## config.mk

```make
export PLATFORM = sky130hd
export DESIGN_NAME = fixed_reference_control
export DESIGN_NICKNAME = d
export VERILOG_FILES = /design/src/rtl/fixed_reference_pkg.sv /design/src/rtl/fixed_reference_control.sv
export SDC_FILE = /design/constraint.sdc
export NUM_CORES = 1
export LEC_CHECK = 0
export BUFFER_PORTS_ARGS = -buffer_cell sky130_fd_sc_hd__clkbuf_2
export CAP_MARGIN = 25
export CORE_MARGIN = 2
export CORE_UTILIZATION = 46
export CTS_BUF_LIST = sky130_fd_sc_hd__clkbuf_4
export DETAILED_ROUTE_END_ITERATION = 12
export PLACE_DENSITY = 0.82
export SYNTH_ARGS = -nofsm -noshare
export SYNTH_HDL_FRONTEND = slang
export SYNTH_SLANG_ARGS = --single-unit
```

## constraint.sdc

```tcl
create_clock -name clk_i -period 2.08 [get_ports clk_i]
set_input_delay 0.416 -clock clk_i [delete_from_list [all_inputs] [get_ports clk_i]]
set_output_delay 0.416 -clock clk_i [all_outputs]
set_load 0.01 [all_outputs]
```

## src/rtl/fixed_reference_pkg.sv

```systemverilog
// Purpose: Shared constants and types for the fixed reference control block
// Assumes: 8-bit control register reached over classic Wishbone, 32-bit data
// Notes:   Word offsets are byte addresses; narrow data sits in the low bits
package fixed_reference_pkg;

  localparam int unsigned ADDR_W = 4;
  localparam int unsigned DATA_W = 32;

  // Register byte offsets
  localparam logic [3:0] REF_CONTROL_OFS = 4'h0;
  localparam logic [3:0] REF_STATUS_OFS  = 4'h4;

  // Control register field positions
  localparam int unsigned ENABLE_BIT   = 7;
  localparam int unsigned READY_BIT    = 6;
  localparam int unsigned TEMP_SENSE_ENABLE_BIT     = 5;
  localparam int unsigned TRANGE_BIT   = 4;
  localparam int unsigned GAIN_LSB     = 0;

  // Reset values of the writable fields
  localparam logic [1:0] GAIN_RESET    = 2'h0;
  localparam logic       BIT_RESET     = 1'b0;

  // Stabilisation time, in ns, and its cycle count at 25 MHz
  localparam int unsigned CLK_PERIOD_NS   = 40;
  localparam int unsigned SETTLE_TIME_NS  = 25000;
  localparam int unsigned SETTLE_CYCLES   =
    (SETTLE_TIME_NS + CLK_PERIOD_NS - 1) / CLK_PERIOD_NS;

  // Brown-out mode field encodings
  localparam logic [1:0] BOR_SW_CTRL    = 2'h1;
  localparam logic [1:0] BOR_SLEEP_OFF  = 2'h2;
  localparam logic [1:0] BOR_ALWAYS     = 2'h3;

  typedef enum logic [1:0] {
    GAIN_OFF = 2'b00,
    GAIN_1X  = 2'b01,
    GAIN_2X  = 2'b10,
    GAIN_4X  = 2'b11
  } gain_e;

  typedef enum logic [1:0] {
    REF_OFF    = 2'b00,
    REF_SETTLE = 2'b01,
    REF_READY  = 2'b10
  } ref_state_e;

  // Peripheral demands on the reference
  typedef struct packed {
    logic       oscillator_config_bit;
    logic [1:0] brownout_mode_field;
    logic       brownout_fast_start;
    logic       regulator_sleep_mode_bit;
    logic       sleeping;
  } periph_req_s;

  // Analog-side controls
  typedef struct packed {
    logic ref_power;
    logic amp_on;
    logic gain_1x;
    logic gain_2x;
    logic gain_4x;
    logic temp_sense_enable;
    logic temp_range_select;
  } analog_ctl_s;

endpackage

```

## src/rtl/fixed_reference_control.sv

```systemverilog
// Purpose: Control register and ready sequencing for the fixed voltage reference
// Assumes: One clock, synchronous active-high reset, classic Wishbone slave
// Notes:   Ready flag comes from a settle counter, reset to not-ready
//
// Implementation choices: the Wishbone interface to the registers and the placing of the registers.
`timescale 1ns/1ps
`default_nettype none

// Behaviour
// RL1: Enable bit 7 powers reference and amplifier
// RL2: Ready bit 6 set after stabilisation time
// RL3: Ready read-only, reset value follows condition; the code resets ready to 0 and sets it only after the settle count
// RL4: Gain field enables amplifier and sets gain
// RL5: Codes 11/10/01 give 4x/2x/1x gain
// RL6: Converter copy has exactly three gain choices
// RL7: Brown-out 10 with fast start holds reference
// RL8: Brown-out 01 with fast start holds reference
// RL9: Regulator sleep bit awake holds reference
// RL10: External clock or brown-out 11 holds reference
// RL11: Bit 5 enables temperature indicator
// RL12: Bit 4 selects temperature range high/low
// RL13: Gain 00 off; bits 3:2 read zero
module fixed_reference_control #(
  parameter int unsigned SETTLE_CNT = fixed_reference_pkg::SETTLE_CYCLES
) (
  input  wire logic                             clk_i,
  input  wire logic                             rst_i,
  input  wire logic                             cyc_i,
  input  wire logic                             stb_i,
  input  wire logic                             we_i,
  input  wire logic [3:0]                       sel_i,
  input  wire logic [fixed_reference_pkg::ADDR_W-1:0] adr_i,
  input  wire logic [fixed_reference_pkg::DATA_W-1:0] dat_i,
  output logic      [fixed_reference_pkg::DATA_W-1:0] dat_o,
  output logic                                  ack_o,
  output logic                                  err_o,
  input  wire fixed_reference_pkg::periph_req_s periph_i,
  output fixed_reference_pkg::analog_ctl_s      analog_o
);

  logic       enable_r;
  logic       temp_sense_enable_r;
  logic       trange_r;
  logic [1:0] gain_r;
  logic       ack_r;
  logic       err_r;
  logic [31:0] dat_r;
  logic [15:0] cnt_r;
  fixed_reference_pkg::ref_state_e state_r;
  fixed_reference_pkg::ref_state_e state_nxt;
  fixed_reference_pkg::analog_ctl_s analog_r;

  function automatic logic [2:0] gain_decode(input logic [1:0] code);
    case (code)
      fixed_reference_pkg::GAIN_4X: gain_decode = 3'h4;
      fixed_reference_pkg::GAIN_2X: gain_decode = 3'h2;
      fixed_reference_pkg::GAIN_1X: gain_decode = 3'h1;
      default:                      gain_decode = 3'h0;
    endcase
  endfunction

  // Bus decode
  wire req      = cyc_i && stb_i && !ack_r && !err_r;
  wire hit_ctl  = adr_i == fixed_reference_pkg::REF_CONTROL_OFS;
  wire hit_stat = adr_i == fixed_reference_pkg::REF_STATUS_OFS;
  wire hit      = hit_ctl || hit_stat;
  wire wr_ctl   = req && we_i && hit_ctl && sel_i[0];

  // Peripheral requests keeping the reference alive
  wire [1:0] bor  = periph_i.brownout_mode_field;
  wire req_bor10  = (bor == fixed_reference_pkg::BOR_SLEEP_OFF)
                    && periph_i.brownout_fast_start; // RL7
  wire req_bor01  = (bor == fixed_reference_pkg::BOR_SW_CTRL)
                    && periph_i.brownout_fast_start; // RL8
  wire req_vreg   = periph_i.regulator_sleep_mode_bit && !periph_i.sleeping; // RL9
  wire req_osc    = periph_i.oscillator_config_bit
                    || (bor == fixed_reference_pkg::BOR_ALWAYS); // RL10
  wire periph_req = req_bor10 || req_bor01 || req_vreg || req_osc;
  wire ref_on     = enable_r || periph_req; // RL1

  wire [2:0] gain_sel = gain_decode(gain_r); // RL5
  wire       ready    = (state_r == fixed_reference_pkg::REF_READY);

  wire [7:0] ctl_view = {enable_r, ready, temp_sense_enable_r, trange_r, 2'h0, gain_r}; // RL13
  wire [31:0] rd_val  = hit_ctl ? {24'h0, ctl_view}
                                : {31'h0, ref_on};

  // Ready sequencing: counter restarts whenever the reference drops
  always_comb begin
    state_nxt = state_r;
    case (state_r)
      fixed_reference_pkg::REF_OFF:
        if (ref_on) state_nxt = fixed_reference_pkg::REF_SETTLE;
      fixed_reference_pkg::REF_SETTLE:
        if (!ref_on) state_nxt = fixed_reference_pkg::REF_OFF;
        else if (cnt_r == 16'(SETTLE_CNT - 1)) state_nxt = fixed_reference_pkg::REF_READY; // RL2
      fixed_reference_pkg::REF_READY:
        if (!ref_on) state_nxt = fixed_reference_pkg::REF_OFF;
      default: state_nxt = fixed_reference_pkg::REF_OFF;
    endcase
  end

  always_ff @(posedge clk_i) begin
    if (rst_i) begin
      state_r <= fixed_reference_pkg::REF_OFF; // RL3
      cnt_r   <= 16'h0000;
    end else begin
      state_r <= state_nxt;
      cnt_r   <= (state_r == fixed_reference_pkg::REF_SETTLE) ? cnt_r + 16'h0001 : 16'h0000;
    end
  end

  // Control register; ready bit is never written
  always_ff @(posedge clk_i) begin
    if (rst_i) begin
      enable_r <= fixed_reference_pkg::BIT_RESET;
      temp_sense_enable_r   <= fixed_reference_pkg::BIT_RESET;
      trange_r <= fixed_reference_pkg::BIT_RESET;
      gain_r   <= fixed_reference_pkg::GAIN_RESET;
    end else if (wr_ctl) begin
      enable_r <= dat_i[fixed_reference_pkg::ENABLE_BIT]; // RL1
      temp_sense_enable_r   <= dat_i[fixed_reference_pkg::TEMP_SENSE_ENABLE_BIT]; // RL11
      trange_r <= dat_i[fixed_reference_pkg::TRANGE_BIT]; // RL12
      gain_r   <= dat_i[fixed_reference_pkg::GAIN_LSB +: 2]; // RL4
    end
  end

  always_ff @(posedge clk_i) begin
    if (rst_i) begin
      ack_r <= 1'b0;
      err_r <= 1'b0;
      dat_r <= 32'h0000_0000;
    end else begin
      ack_r <= req && hit;
      err_r <= req && !hit;
      dat_r <= (req && hit && !we_i) ? rd_val : 32'h0000_0000;
    end
  end

  // Analog controls registered so the pins never glitch
  always_ff @(posedge clk_i) begin
    if (rst_i) begin
      analog_r <= '0;
    end else begin
      analog_r.ref_power         <= ref_on; // RL1
      analog_r.amp_on            <= ref_on && (gain_r != fixed_reference_pkg::GAIN_OFF); // RL13
      analog_r.gain_1x           <= ref_on && gain_sel[0]; // RL6
      analog_r.gain_2x           <= ref_on && gain_sel[1];
      analog_r.gain_4x           <= ref_on && gain_sel[2];
      analog_r.temp_sense_enable <= temp_sense_enable_r; // RL11
      analog_r.temp_range_select <= trange_r; // RL12
    end
  end

  assign ack_o    = ack_r;
  assign err_o    = err_r;
  assign dat_o    = dat_r;
  assign analog_o = analog_r;

  property p_ready_after_settle;
    @(posedge clk_i) disable iff (rst_i)
      (ref_on && state_r == fixed_reference_pkg::REF_OFF) ##1 ref_on [*3]
        |-> !ready;
  endproperty
  a_ready_after_settle: assert property (p_ready_after_settle) // RL2
    else $error("ready rose too early");

  property p_ready_needs_on;
    @(posedge clk_i) disable iff (rst_i) ready |-> $past(ref_on);
  endproperty
  a_ready_needs_on: assert property (p_ready_needs_on) // RL2
    else $error("ready without reference on");

  property p_enable_powers;
    @(posedge clk_i) disable iff (rst_i) enable_r |=> analog_o.ref_power;
  endproperty
  a_enable_powers: assert property (p_enable_powers) // RL1
    else $error("enable did not power reference");

  property p_ready_ro;
    @(posedge clk_i) disable iff (rst_i)
      (wr_ctl && dat_i[fixed_reference_pkg::READY_BIT] && !ref_on && !periph_req) |=> !ready;
  endproperty
  a_ready_ro: assert property (p_ready_ro) // RL3
    else $error("ready written by software");

  property p_gain_4x;
    @(posedge clk_i) disable iff (rst_i)
      (ref_on && gain_r == fixed_reference_pkg::GAIN_4X) |=> analog_o.gain_4x && !analog_o.gain_1x;
  endproperty
  a_gain_4x: assert property (p_gain_4x) // RL5
    else $error("gain 11 not 4x");

  property p_one_gain;
    @(posedge clk_i) disable iff (rst_i)
      $onehot0({analog_o.gain_1x, analog_o.gain_2x, analog_o.gain_4x});
  endproperty
  a_one_gain: assert property (p_one_gain) // RL6
    else $error("more than one gain active");

  property p_bor10;
    @(posedge clk_i) disable iff (rst_i) req_bor10 |=> analog_o.ref_power;
  endproperty
  a_bor10: assert property (p_bor10) // RL7
    else $error("brown-out 10 did not hold reference");

  property p_bor01;
    @(posedge clk_i) disable iff (rst_i) req_bor01 |=> analog_o.ref_power;
  endproperty
  a_bor01: assert property (p_bor01) // RL8
    else $error("brown-out 01 did not hold reference");

  property p_vreg;
    @(posedge clk_i) disable iff (rst_i) req_vreg |=> analog_o.ref_power;
  endproperty
  a_vreg: assert property (p_vreg) // RL9
    else $error("regulator request ignored");

  property p_gain_off;
    @(posedge clk_i) disable iff (rst_i)
      (gain_r == fixed_reference_pkg::GAIN_OFF) |=> !analog_o.amp_on;
  endproperty
  a_gain_off: assert property (p_gain_off) // RL13
    else $error("amplifier on with gain 00");

  c_ready: cover property (@(posedge clk_i) disable iff (rst_i) $rose(ready));
  c_periph: cover property (@(posedge clk_i) disable iff (rst_i) !enable_r && periph_req);
  c_write: cover property (@(posedge clk_i) disable iff (rst_i) wr_ctl);
  c_err: cover property (@(posedge clk_i) disable iff (rst_i) err_o);

endmodule

`default_nettype wire

```

==> flow_summary.yaml, run 1 <==
status:
  outcome: "finished clean"
clocking:
  numCtsBuffers: 5
  clock_sinks: 38
  clkTransAtPathRegs_ns: 0.12
  clockBufferDepth: 2
  cts_htree_levels: 2
  clk_latency_ns: 0.35
  cts_hold_buf: 0
  post_cts_resized: 0
  cts-root-buf: "clkbuf_4"
  cts_setup_buffers: 0
  tritoncts: "built"
setup_path:
  crit_slowest_cell: "dfxtp_1"
  critical_path_arrival_ns: 1.83
  crit_type: "reg2reg"
  end_kind: "flip-flop"
  cpPeakStageDelay_ns: 0.42
  path_max_fanout: 5
  cp-start-kind: "flip-flop"
  worstPathCellList: "ha_1 > nand4_1 > nor4_1 > xnor2_1 > nor2_1"
  required_ns: 2.31
  cp_top_family: "simple AND/OR/NAND/NOR gates"
  crit_buf_inv: 0
floorplanning:
  boundaryPins: 92
  core_um2: 3416
  num_rows: 21
  die-area_um2: 4158
  start_util: 0.4927
  die_h_um: 64.49
  die_x_um: 64.49
pwr:
  ir_drop_mv: 0.3270
  p_total_w: 0.001180
  leakagePower_nw: 0.7721
  power.density_nw_per_um2: 640.4
detailed_routing:
  drt-total-wl_um: 2722
  drc: 0
  postRouteAntennaNets: 0
  first_iter_violations: 35
  avgRoutedWirePerCell_um: 10.51
  dr_total_vias: 1225
  vias_per_cell: 4.730
  detail_route.first_pass.iterations: 4
sta:
  rsz0062_at_grt: "false"
  setup_violations: 0
  post-route-period-util: 0.7722
  fin_tns_setup_ns: 0
  min_period_ns: 1.606
  finalClockSkew_ns: 0.01011
  max-slew-margin-rel: 0.6600
  fmax_mhz: 622.6
  slew_violations: 0
  worstMarginPinSlew_ns: 0.5087
  hold_violations: 0
global_route:
  grt_pass1_wl_um: 4381
  grt_pass1_vias: 1020
  overflow: 0
  grt_use_total: 0.1404
  antenna_found_initial: 0
  grt_max_degree: 16
place:
  numPlacedInstances: 251
  gp_congestion: 0.8086
  place_hpwl_um: 2019
  io_buffers: 35
synth:
  syn-cell-area_um2: 1683
  avgSynthCellArea_um2: 9.562
  synth_area_leaders: "dfxtp_1 45%, buf_4 12%, nor2_1 4.9%, xor2_1 3.1%, mux2i_1 3.0%"
  synth_top_area_frac: 0.4520
  synthCells: 176
  synth_ff_type: "dfxtp_1"
  synthArstFlopShare: 0
  synth_seq_cells: 38
  ys_types: 39
  synth_top_cell_by_area: "dfxtp_1"
  ys_seq_area_frac: 0.4520
  synth-edff-count: 0
  ys_warn_count: 0
min_path:
  hp-class: "in2reg"
job:
  drv_cap: 0
cells_and_area:
  seq_area_um2: 760.7
  diodes: 0
  final-instance-count-excl-fill: 259
  drive_gt1_frac: 0.2582
  multi_input_area_um2: 777.0
  area_growth_pct: 9.517
  fillers: 303
  finish.utilization: 0.5396
  nNetsFinal: 265
==> metal layers <==
layer,GRT usage,share of wire,vias to the layer above
met1,0.1617,0.46,563
met4,0.08777,0.027,0
met5,0,0,-
met3,0.05382,0.064,5
li1,-,-,617
met2,0.2188,0.45,40
==> cell usage in the layout (no fill, tap or decap), types with 2 or more instances in the layout <==
master	count
ha_1	2
clkbuf_2	35
conb_1	26
nor2_1	22
and4_1	2
nor4b_1	2
nor3_1	2
dfxtp_1	38
or3_4	2
nand3_1	5
and3_1	4
a21oi_1	4
nor3b_1	3
xnor2_1	4
clkbuf_4	5
nand2_1	7
inv_1	4
xor2_1	6
nand4_1	5
a2111oi_2	2
mux2i_1	5
or3_1	3
and2_2	4
o21ai_0	3
nor2b_1	2
==> power breakdown <==
part | switching [W] | internal [W] | total (W)
combinational | 0.0000516 | 0.0000266 | 0.0000782
clock | 0.000238 | 0.000126 | 0.000364
sequential | 0.00000508 | 0.000733 | 0.000739
total | 0.000295 | 0.000886 | 0.00118
==> cell usage after synthesis (all sizes together), types with 3 or more instances <==
cell   count
nor3b      3
nand4      5
nand2      7
mux2i      5
nor3       3
a21oi      4
buf       29
and3       4
inv        5
dfxtp     38
nand3      5
xor2       6
nor2      22
and2       5
or3        5
o21ai      3
xnor2      4
==> worst paths after layout <==
path	cells after the start	slack, ns	endpoint	start
setup / recovery	5	0.47	cnt_r[14]	cnt_r[0]
hold / removal	2	0.26	dat_o[0]	we_i
setup reg to reg	5	0.47	cnt_r[14]	cnt_r[0]
hold reg to reg	2	0.49	cnt_r[15]	cnt_r[15]
==> metrics by stage <==
stage / cell area (um^2) / hold slack [ns] / setup slack (ns)
after detailed placement: 1789 / 0.4644 / 0.2778
final: 1843 / 0.2622 / 0.4739
after global placement: 1789 / 0.4572 / 0.2870
after global routing: 1843 / 0.2456 / 0.3502
after floorplan: 1777 / 0.4373 / 0.4802
after CTS: 1843 / 0.2489 / 0.5068
==> flip-flops by register name, summed over array words and instances (netlist names), 2 cells and up <==
signal,flops
gain_r,2
analog_o,7
state_r,2
dat_o,6
cnt_r,16
==> kinds of logic after synthesis <==
kind of cell	count (synthesis)	synth area share
muxes	5	0.02974
AOI/OAI and AO/OA	12	0.05131
adders and majority gates	3	0.02156
xor gates and xnor gates	10	0.05204
and+or+nand+nor	71	0.2491
buffers and inverters	36	0.1420
other	1	0.002228
DFF	38	0.4520
==> area by class of cell <==
class,instances,share of cell area
sequential,38,0.4128
tap,46,0.03123
inverter,5,0.01018
clock inverter,3,0.008826
timing repair buffer,35,0.09504
multi-input combinational,127,0.4216
clock buffer,5,0.02037
No activity file was read; power rests on OpenSTA's default activity.
==> run 2: changes to the inputs <==
- clock period: 2.08 -> 1.7 ns (I/O delays scaled with it)
==> run 2 against run 1 <==
Against the previous run: total power rose by 24%; register-to-register slack worse by 0.31 ns; setup slack lost 0.31 ns; routed wire length is 4.4% higher; fmax grew 4.5%.
==> flow_summary.yaml, run 2 (synthesized netlist as in run 1, its figures left out) <==
sta:
  hold_violations: 0
  rsz0062_at_grt: "false"
  finalClockSkew_ns: 0.009225
  min_period_ns: 1.537
  slew_violations: 0
  post-route-period-util: 0.9041
  worstMarginPinSlew_ns: 0.5120
  fin_ws_ns: 0.1630
  setup_violations: 0
  max-slew-margin-rel: 0.6579
  fmax_mhz: 650.6
pwr:
  ir_drop_mv: 0.3596
  leakagePower_nw: 0.8164
  power.density_nw_per_um2: 767.3
  p_total_w: 0.001460
setup_path:
  r2r_cells: 5
  end_kind: "flip-flop"
  crit_type: "reg2reg"
  cpPeakStageDelay_ns: 0.41
  rr_startpoint: "cnt_r[0]"
  crit_slowest_cell: "dfxtp_1"
  required_ns: 1.92
  r2r_slack_ns: 0.16
  worstPathCellList: "ha_1 > nand4_1 > nor4_1 > xnor2_1 > nor2_1"
  critical_path_arrival_ns: 1.75
  cp-start-kind: "flip-flop"
  r2r-end: "cnt_r[14]"
  path_max_fanout: 5
cells_and_area:
  area_growth_pct: 13.09
  nNetsFinal: 273
  drive_gt1_frac: 0.2851
  largest_reg_flops: 16
  final_common_cell: "dfxtp_1"
  regMostFlops: "cnt_r"
  diodes: 0
  final_cell_mix: "38 x dfxtp_1, 35 x clkbuf_2, 26 x conb_1"
clocking:
  cts-root-buf: "clkbuf_4"
  cts_setup_buffers: 0
  cts_hold_buf: 0
  cts_htree_levels: 2
  numCtsBuffers: 5
  clock_sinks: 38
  clockBufferDepth: 2
  tritoncts: "built"
  clk_latency_ns: 0.34
  post_cts_resized: 0
  clkTransAtPathRegs_ns: 0.11
status:
  outcome: "finished clean"
place:
  place_hpwl_um: 2142
  place_ws_ns: -0.02874
  gp_congestion: 0.8416
  io_buffers: 35
floorplanning:
  die_h_um: 64.49
  die-area_um2: 4158
  boundaryPins: 92
  num_rows: 21
  die_x_um: 64.49
  core_um2: 3416
  start_util: 0.4927
global_route:
  grt_pass1_wl_um: 4802
  grt_max_degree: 16
  grt_pass1_vias: 1145
  overflow: 0
  grt_use_total: 0.1508
  antenna_found_initial: 0
detailed_routing:
  postRouteAntennaNets: 0
  drc: 0
  detail_route.first_pass.iterations: 5
  dr_total_vias: 1239
  avgRoutedWirePerCell_um: 10.65
  first_iter_violations: 38
  vias_per_cell: 4.640
  drt-total-wl_um: 2843
min_path:
  hp-class: "in2reg"
  whs_endpoint: "dat_o[0]"
  hold_start: "we_i"
  holdPathStages: 2
job:
  drv_cap: 0
## run 2: cell types whose count changed in the layout (fill, tap and decap cells not counted)
cell	previous run	this run
buf_4	0	8
clkbuf_4	5	6
clkinvlp_4	1	0
## run 2: how the worst max path moves through the flow
stage	end	slack, ns	cells after the start	start
5_1_grt	cnt_r[14]	0.01	5	cnt_r[0]
3_5_place_dp	dat_o[6]	-0.03	5	adr_i[1]
2_1_floorplan	dat_o[0]	0.18	3	adr_i[1]
3_3_place_gp	dat_o[6]	0.0007	5	adr_i[1]
4_1_cts	cnt_r[14]	0.15	5	cnt_r[0]
6_report	cnt_r[14]	0.16	5	cnt_r[0]
## run 2: cell type report
| cell class | instances | area [um^2] |
|---|---|---|
| inverter | 5 | 18.77 |
| tap | 46 | 57.56 |
| clock buffer | 6 | 45.04 |
| clock inverter | 2 | 8.758 |
| fill | 313 | 1513 |
| multi-input combinational | 127 | 777.0 |
| timing repair buffer | 43 | 235.2 |
| sequential | 38 | 760.7 |
## run 2: critical path: cells and delay by family (launching register included)
kind / cells / cell delay, ns
flip-flops: 1 / 0.41
adder cells (fa/ha/maj): 1 / 0.22
AND/OR/NAND/NOR: 3 / 0.62
XOR/XNOR: 1 / 0.16
## run 2: per-stage QoR
| step | hold slack (ns) | utilization | area [um^2] | setup TNS, ns | cells |
|---|---|---|---|---|---|
| floorplan | 0.4089 | - | 1777 | 0 | 201 |
| global placement | 0.4550 | 0.5414 | 1849 | 0 | 259 |
| detailed placement | 0.4664 | 0.5414 | 1849 | -0.08314 | 259 |
| CTS | 0.1771 | 0.5571 | 1903 | 0 | 267 |
| global route | 0.1701 | 0.5571 | 1903 | 0 | 267 |
| finish | 0.1905 | 0.5571 | 1903 | 0 | 267 |
## run 2: power breakdown
part	internal (W)	total (W)	leakage (nW)	switching, W
Clock	0.000171	0.000451	0.0331	0.000280
Sequential	0.000897	0.000903	0.307	0.00000573
Combinational	0.0000405	0.000106	0.476	0.0000656
## run 2: routing by layer
| metal | global-route usage | vias up | wire, um |
|---|---|---|---|
| met5 | 0 | - | 0 |
| met4 | 0.1117 | 0 | 46 |
| met3 | 0.03125 | 5 | 145 |
| met2 | 0.2474 | 37 | 1322 |
| met1 | 0.1731 | 563 | 1327 |
| li1 | - | 634 | - |
